`src/hw/ssq_consts.svh`:
```
// Purpose: shared numbers of the conversion sequencer
// Assumes: core clock of 200 MHz
// Notes: times in ns, conversion cycle count derived from them
`ifndef SSQ_CONSTS_SVH
`define SSQ_CONSTS_SVH

// core clock period in ns
`define SSQ_MCLK_PERIOD_NS 5
// fixed conversion time in ns, worst case of the fast grade
`define SSQ_CONV_TIME_NS 710
// conversion cycles, rounded up so the result is always settled
`define SSQ_CONV_CYCLES \
    ((`SSQ_CONV_TIME_NS + `SSQ_MCLK_PERIOD_NS - 1) / `SSQ_MCLK_PERIOD_NS)
// power-up calibration length in core cycles
`define SSQ_CAL_CYCLES 8192
// result width of the widest variant
`define SSQ_RES_BITS 16
// width of the shared phase timer
`define SSQ_TIMER_W 20
// host quiet gap before a new start, in ns
`define SSQ_QUIET_GAP_NS 10

`endif

```
`src/hw/ssq_pkg.sv`:
```
// Purpose: types of the conversion sequencer
// Assumes: nothing beyond the consts header
// Notes: phase encoding is left to the tools
package ssq_pkg;

    // operating phase of the converter
    typedef enum logic [2:0] {
        SSQ_CAL,
        SSQ_ACQ,
        SSQ_CONV,
        SSQ_DONE
    } ssq_state_t;

endpackage

```
`src/hw/ssq_sequencer.sv`:
```
// Purpose: phase sequencer and serial result port of a SAR converter
// Assumes: host drives conversion_start and serial clock as pins
// Notes: data changes after host clock falls, host samples on rise;
//   there is no done pin, so the host must hold start long enough;
//   a start edge during readout cuts the word short on purpose;
//   host pins pass three flops, so pulses under two cycles are lost
//
// Contract
// - calibrate after power-up, then acquire unaided
// - only two phases: acquisition and conversion; the code also has a calibration phase after reset, with its own output
// - track input until conversion_start rises
// - start rise opens switches, begins conversion
// - started conversion always runs to completion
// - conversion_time fixed internally, host cannot change
// - result driven after done and start low
// - result shifted MSB first, one per clock
// - acquisition already running during result shift
// - result word is 16, 14 or 12 bits

`include "ssq_consts.svh"

module ssq_sequencer
    import ssq_pkg::*;
#(
    parameter int RES_BITS = `SSQ_RES_BITS,
    parameter int CAL_CYCLES = `SSQ_CAL_CYCLES,
    parameter int CONV_CYCLES = `SSQ_CONV_CYCLES
) (
    // clock and power-up reset
    input wire logic i_mclk,
    input wire logic i_resetn,
    // host pins
    input wire logic i_conversion_start,
    input wire logic i_sclk,
    output logic o_sdo,
    output logic o_sdo_oe,
    // analog core
    input wire logic [RES_BITS-1:0] i_conv_result,
    output logic o_track,
    output logic o_converting,
    output logic o_calibrating
);

    // bit counter must hold the full word length, not one less
    localparam int CNT_W = $clog2(RES_BITS + 1);
    localparam logic [`SSQ_TIMER_W-1:0] CAL_LAST =
        `SSQ_TIMER_W'(CAL_CYCLES - 1);
    localparam logic [`SSQ_TIMER_W-1:0] CONV_LAST =
        `SSQ_TIMER_W'(CONV_CYCLES - 1);
    localparam logic [CNT_W-1:0] BITS_ALL = CNT_W'(RES_BITS);
    localparam logic [CNT_W-1:0] BITS_ONE = CNT_W'(1);

    ssq_state_t state;
    ssq_state_t next_state;
    logic [`SSQ_TIMER_W-1:0] timer;
    logic [RES_BITS-1:0] result;
    logic [RES_BITS-1:0] shreg;
    logic [CNT_W-1:0] bits_left;
    logic start_lvl;
    logic start_prev;
    logic sclk_lvl;
    logic sclk_prev;
    logic start_rise;
    logic sclk_fall;
    logic timer_end;

    // both host pins come from outside the core clock domain
    // a filtered level is passed on; the edge finders sit below
    ssq_sync3 u_sync_start (
        .i_mclk(i_mclk),
        .i_resetn(i_resetn),
        .i_pin(i_conversion_start),
        .o_level(start_lvl)
    );

    ssq_sync3 u_sync_sclk (
        .i_mclk(i_mclk),
        .i_resetn(i_resetn),
        .i_pin(i_sclk),
        .o_level(sclk_lvl)
    );

    // edge finders on the filtered levels
    // previous levels reset low to match the idle pins, so no
    // false edge follows reset
    always_ff @(posedge i_mclk or negedge i_resetn) begin
        if (!i_resetn) begin
            start_prev <= 1'b0;
            sclk_prev <= 1'b0;
        end else begin
            start_prev <= start_lvl;
            sclk_prev <= sclk_lvl;
        end
    end

    assign start_rise = start_lvl & ~start_prev;
    assign sclk_fall = ~sclk_lvl & sclk_prev;

    // phase timer end, length chosen by the current phase only
    always_comb begin
        // acquisition and done are untimed: they end on host action
        timer_end = 1'b0;
        if (state == SSQ_CAL) begin
            timer_end = (timer == CAL_LAST);
        end else if (state == SSQ_CONV) begin
            timer_end = (timer == CONV_LAST);
        end
    end

    // phase sequence; done is still the conversion phase seen from outside
    always_comb begin
        next_state = state;
        unique case (state)
            SSQ_CAL: begin
                // start edges are ignored until calibration ends
                if (timer_end) begin
                    next_state = SSQ_ACQ;
                end
            end
            SSQ_ACQ: begin
                // tracking lasts as long as the host waits
                if (start_rise) begin
                    next_state = SSQ_CONV;
                end
            end
            SSQ_CONV: begin
                // no host input is looked at here, so nothing aborts it
                if (timer_end) begin
                    next_state = SSQ_DONE;
                end
            end
            SSQ_DONE: begin
                // result waits for the host to lower the start pin
                // with no done pin the host may hold start for long
                if (!start_lvl) begin
                    next_state = SSQ_ACQ;
                end
            end
        endcase
    end

    // state and phase timer
    // the timer restarts on every phase change
    always_ff @(posedge i_mclk or negedge i_resetn) begin
        if (!i_resetn) begin
            state <= SSQ_CAL;
            timer <= '0;
        end else begin
            state <= next_state;
            if (next_state != state) begin
                timer <= '0;
            end else if (state == SSQ_CAL || state == SSQ_CONV) begin
                // untimed phases hold the count: a long acquisition
                // would only wrap it and toggle flops for nothing
                timer <= timer + 1'b1;
            end
        end
    end

    // capture the core result as the conversion completes
    // the core must hold its result steady on that last cycle
    always_ff @(posedge i_mclk or negedge i_resetn) begin
        if (!i_resetn) begin
            result <= '0;
        end else if (state == SSQ_CONV && timer_end) begin
            result <= i_conv_result;
        end
    end

    // serial port: first bit on start low, next bit on each clock fall
    // the host samples on its rising clock, so each bit changes only
    // after a fall and stands for a whole host clock period; too few
    // host clocks leave the line driven until the next start edge
    always_ff @(posedge i_mclk or negedge i_resetn) begin
        if (!i_resetn) begin
            shreg <= '0;
            bits_left <= '0;
            o_sdo <= 1'b0;
            o_sdo_oe <= 1'b0;
        end else if (state == SSQ_DONE && !start_lvl) begin
            shreg <= result;
            bits_left <= BITS_ALL;
            o_sdo <= result[RES_BITS-1];
            o_sdo_oe <= 1'b1;
        end else if (start_rise) begin
            // a new start cuts a late readout to keep the sample clean
            bits_left <= '0;
            o_sdo_oe <= 1'b0;
            o_sdo <= 1'b0;
        end else if (o_sdo_oe && sclk_fall) begin
            if (bits_left > BITS_ONE) begin
                shreg <= {shreg[RES_BITS-2:0], 1'b0};
                o_sdo <= shreg[RES_BITS-2];
                bits_left <= bits_left - 1'b1;
            end else begin
                // release after the last bit has been taken
                bits_left <= '0;
                o_sdo_oe <= 1'b0;
                o_sdo <= 1'b0;
            end
        end
    end

    // phase outputs to the analog core, registered from the next state
    // taken from next_state so they move on the same edge as the phase
    always_ff @(posedge i_mclk or negedge i_resetn) begin
        if (!i_resetn) begin
            o_track <= 1'b0;
            o_converting <= 1'b0;
            o_calibrating <= 1'b1;
        end else begin
            o_track <= (next_state == SSQ_ACQ);
            o_converting <= (next_state == SSQ_CONV) ||
                (next_state == SSQ_DONE);
            o_calibrating <= (next_state == SSQ_CAL);
        end
    end

endmodule

```
`src/hw/ssq_sync3.sv`:
```
// Purpose: three-stage pin synchroniser with agreement filter
// Assumes: input is asynchronous to i_mclk
// Notes: output moves only when stages two and three agree
module ssq_sync3 (
    // clock and reset
    input wire logic i_mclk,
    input wire logic i_resetn,
    // pin side
    input wire logic i_pin,
    // core side
    output logic o_level
);

    logic s1;
    logic s2;
    logic s3;

    // stage one feeds stage two only, to keep metastability contained
    always_ff @(posedge i_mclk or negedge i_resetn) begin
        if (!i_resetn) begin
            s1 <= 1'b0;
            s2 <= 1'b0;
            s3 <= 1'b0;
        end else begin
            s1 <= i_pin;
            s2 <= s1;
            s3 <= s2;
        end
    end

    // a change counts once the later stages agree
    always_ff @(posedge i_mclk or negedge i_resetn) begin
        if (!i_resetn) begin
            o_level <= 1'b0;
        end else if (s2 == s3) begin
            o_level <= s3;
        end
    end

endmodule

```
`config.mk`:
```
export PLATFORM = sky130hd
export DESIGN_NAME = ssq_sequencer
export DESIGN_NICKNAME = d
export VERILOG_FILES = /design/src/hw/ssq_pkg.sv /design/src/hw/ssq_sequencer.sv /design/src/hw/ssq_sync3.sv
export VERILOG_INCLUDE_DIRS = /design/src /design/src/hw
export SDC_FILE = /design/constraint.sdc
export NUM_CORES = 1
export LEC_CHECK = 0
export ABC_CLOCK_PERIOD_IN_PS = 2470
export BUFFER_PORTS_ARGS = -buffer_cell sky130_fd_sc_hd__buf_2
export CAP_MARGIN = 20
export CORE_MARGIN = 3
export CORE_UTILIZATION = 47
export CTS_BUF_LIST = sky130_fd_sc_hd__clkbuf_4 sky130_fd_sc_hd__clkbuf_8
export DETAILED_ROUTE_END_ITERATION = 16
export SYNTH_ARGS = -nofsm -noshare
export SYNTH_HDL_FRONTEND = slang
export SYNTH_SLANG_ARGS = --single-unit
```
`constraint.sdc`:
```
create_clock -name i_mclk -period 2.47 [get_ports i_mclk]
set_input_delay 0.1235 -clock i_mclk [delete_from_list [all_inputs] [get_ports i_mclk]]
set_output_delay 0.1235 -clock i_mclk [all_outputs]
set_load 0.005 [all_outputs]
```
==> impl_results.md <==
* Status: complete, no violations
* Initial antenna violation count at 0
* Kind of end point of the critical path: flop
* Die height at 89.50 µm
* Grt met2 use at 25.52%
* Worst VDD drop at 0.3343 mV
* GRT met3 Usage at 4.147%
* H-tree levels at 3
* Layout area overhead at 16.99%
* Worst path arrival time at 2.21 ns
* Ys flop type: dfrtp_1
* Insertion delay to the later sink of the worst-skew pair at 0.35 ns
* Post-Route WL at 5624 µm
* Final setup viols at 0
* R2r worst-path depth at 6
* Net count after synthesis at 311
* Drt wl/cell at 13.17 µm
* GRT Util Overall at 16.62%
* Slew headroom at 40.31%
* Hpwl dp at 3598 µm
* CP max stage delay at 0.43 ns
* CTS Root Cell: clkbuf_8
* Setup tns final at 0 ns
* Most frequent cells in the layout: dfrtp_1, nor2_1, nand2_1, buf_2, o21ai_0
* Share of the synthesized area in the top cell type at 55.75%
* Die Span X at 89.50 µm
* Max FO, Critical Path at 18
* M1 GR Usage at 22.50%
* Initial DRT Pass Iterations at 4
* CP startpoint kind: flop
* Critical path buffers and inverters at 0
* Pin count of the biggest net entering global routing at 75
* Clock edge transition at the registers on the reported setup and hold paths at 0.07 ns
* Critical path depth at 6
* Leading area contributor after synthesis: dfrtp_1
* Clock sinks at 74
* Critical path class: reg -> reg
* Grt ovf at 0
* Maximum clock rate at 498.9 MHz
* Clock Skews at 0.008911 ns
* Drc violations at 0
* Worst path top cell family by delay: simple AND/OR/NAND/NOR gates
* Pins Over Slew Limit at 0
* Layout Utilization at 58.37%
* Num rows at 29
* ANT nets after route at 0
* Maximum clock path buffer count at 2
* RSZ-0062 raised after global routing: false
* Clock period minus worst slack at 2.004 ns
* I/O pins at 25
* Syn Inst Count at 287
* Starting Density at 49.90%
* Average size of a mapped cell at 11.42 µm²
* I/O Buffers at 24
* FF+latch count, synth at 74
* # nets final at 353
* Final Hold Viols at 0
* PwrDens at 616.7 nW/µm²
* Cts bufs inserted at 9
* Worst-margin pin slew at 0.8954 ns
* Ys async rst share at 100.0%
* N_diodes at 0
* Share of cells above drive strength 1 at 20.66%
* Vias at 2147
* Worst endpoint required time at 2.68 ns
* Synth cell types at 46
* Number of post-CTS setup repair buffers at 0
* Die ar. at 8010 µm²
* CTS tree: yes
* Ranking of synthesized cells by area: dfrtp_1, mux2_2, mux2i_1, xor2_1, nor2_1
* Pleak at 0.001701 µW
* Placed instance count at 395
* Vias in the first global route at 2198
* Vias per Instance at 5.028
* Final Cycle Share at 81.15%
* CORE AREA at 6568 µm²
* Routability cong. at 0.8116
* Worst-path cell chain: ha_1 > or3b_4 > nor4b_2 > nand4_1 > nand3_2 > a211oi_1
* # resized after CTS at 0
* Register area share after synthesis at 56.55%
* Maxcap violations at 0
* Grt peak-use layer: met2
* HP Class: in -> reg
* Yosys Warn Count at 0
* Drt initial violations at 135
* Number of flops mapped to enable cells by yosys at 0
* Commonest non-fill, non-tap cell in the layout: dfrtp_1
* Hold Crit Depth at 2
* Non-Filler Instances at 427
* First-pass GRT wire length at 10110 µm
* Synth Cell Area at 3277 µm²
* Worst path slowest cell: dfrtp_1
## routing by layer
metal,vias to the layer above,share of wire [%]
met5,-,0
met4,0,1.7
met1,1037,49
li1,1075,-
met2,26,47
met3,9,3.0
## cell families (layout without fill, tap and decap cells)
group	count (synthesis)	in the layout	synth area share (%)
adders and majority gates	6	6	2.138
muxes	31	31	10.08
buffers and inverters	16	63	3.169
DFF	74	74	56.55
and+or+nand+nor	112	112	18.06
xor gates and xnor gates	19	19	5.078
AOI/OAI and AO/OA	29	29	4.926
## metrics by stage
| stage | hold slack, ns | setup slack (ns) | instance area [µm²] | power (µW) |
|---|---|---|---|---|
| global route | 0.007591 | 0.2155 | 3834 | 2460 |
| finish | 0.01432 | 0.4657 | 3834 | 2364 |
| CTS | 0.003362 | 0.4406 | 3834 | 2395 |
| floorplan | -0.1721 | 0.6332 | 3277 | 1291 |
| detailed placement | 0.2333 | 0.4417 | 3451 | 1338 |
| global placement | 0.2317 | 0.4889 | 3451 | 1336 |
## sequential cells by signal (all words and copies together), names as in the netlist
signal,flops
o_sdo_oe,1
sclk_prev,1
o_track,1
u_sync_sclk.s2,1
result,16
u_sync_start.o_level,1
u_sync_start.s1,1
timer,20
o_converting,1
start_prev,1
u_sync_start.s2,1
u_sync_sclk.s3,1
o_calibrating,1
u_sync_sclk.o_level,1
bits_left,5
o_sdo,1
u_sync_start.s3,1
state,3
shreg,15
u_sync_sclk.s1,1
## layout make-up
cell class	count	area, µm²
clock inverters	5	77.57
well taps	93	116.4
flip-flops and latches	74	1853
inverters	5	18.77
repair buffers	42	297.8
fillers	573	2734
multi-input cells	197	1325
clock buffers	11	145.1
## synth_stat cells, drive strengths merged (2+ instances only)
cell	instances
a21o	2
a21oi	5
buf	7
clkbuf	4
dfrtp	73
ha	4
inv	5
maj3	2
mux2	16
mux2i	15
nand2	29
nand2b	2
nand3	10
nand3b	2
nand4	9
nand4b	2
nor2	32
nor2b	2
nor3	8
nor3b	2
nor4	4
nor4b	2
o21ai	17
or3	2
xnor2	3
xor2	16
## repair_timing
action | in CTS | in global routing
endpoints found under the setup margin | 0 | 0
endpoints found under the hold margin | 88 | 0
hold buffers | 16 | 0
## report_power, final
group / total [µW] / internal, µW / switching (µW)
Combinational: 80.1 / 43.0 / 37.2
Sequential: 1250 / 1240 / 14.4
Clock: 1030 / 604 / 430
Total: 2360 / 1880 / 481
## path summary, 6_finish.rpt
kind / start / endpoint / slack [ns]
min in group asynchronous: i_resetn / bits_left[1] / 0.44
worst min-delay path: i_conv_result[4] / result[4] / 0.01
max in group asynchronous: i_resetn / timer[15] / 1.44
worst max register to register: timer[0] / timer[1] / 0.47
worst min register to register: u_sync_sclk.s1 / u_sync_sclk.s2 / 0.34
worst max-delay path: timer[0] / timer[1] / 0.47
Power figures use the tool's default switching activity.
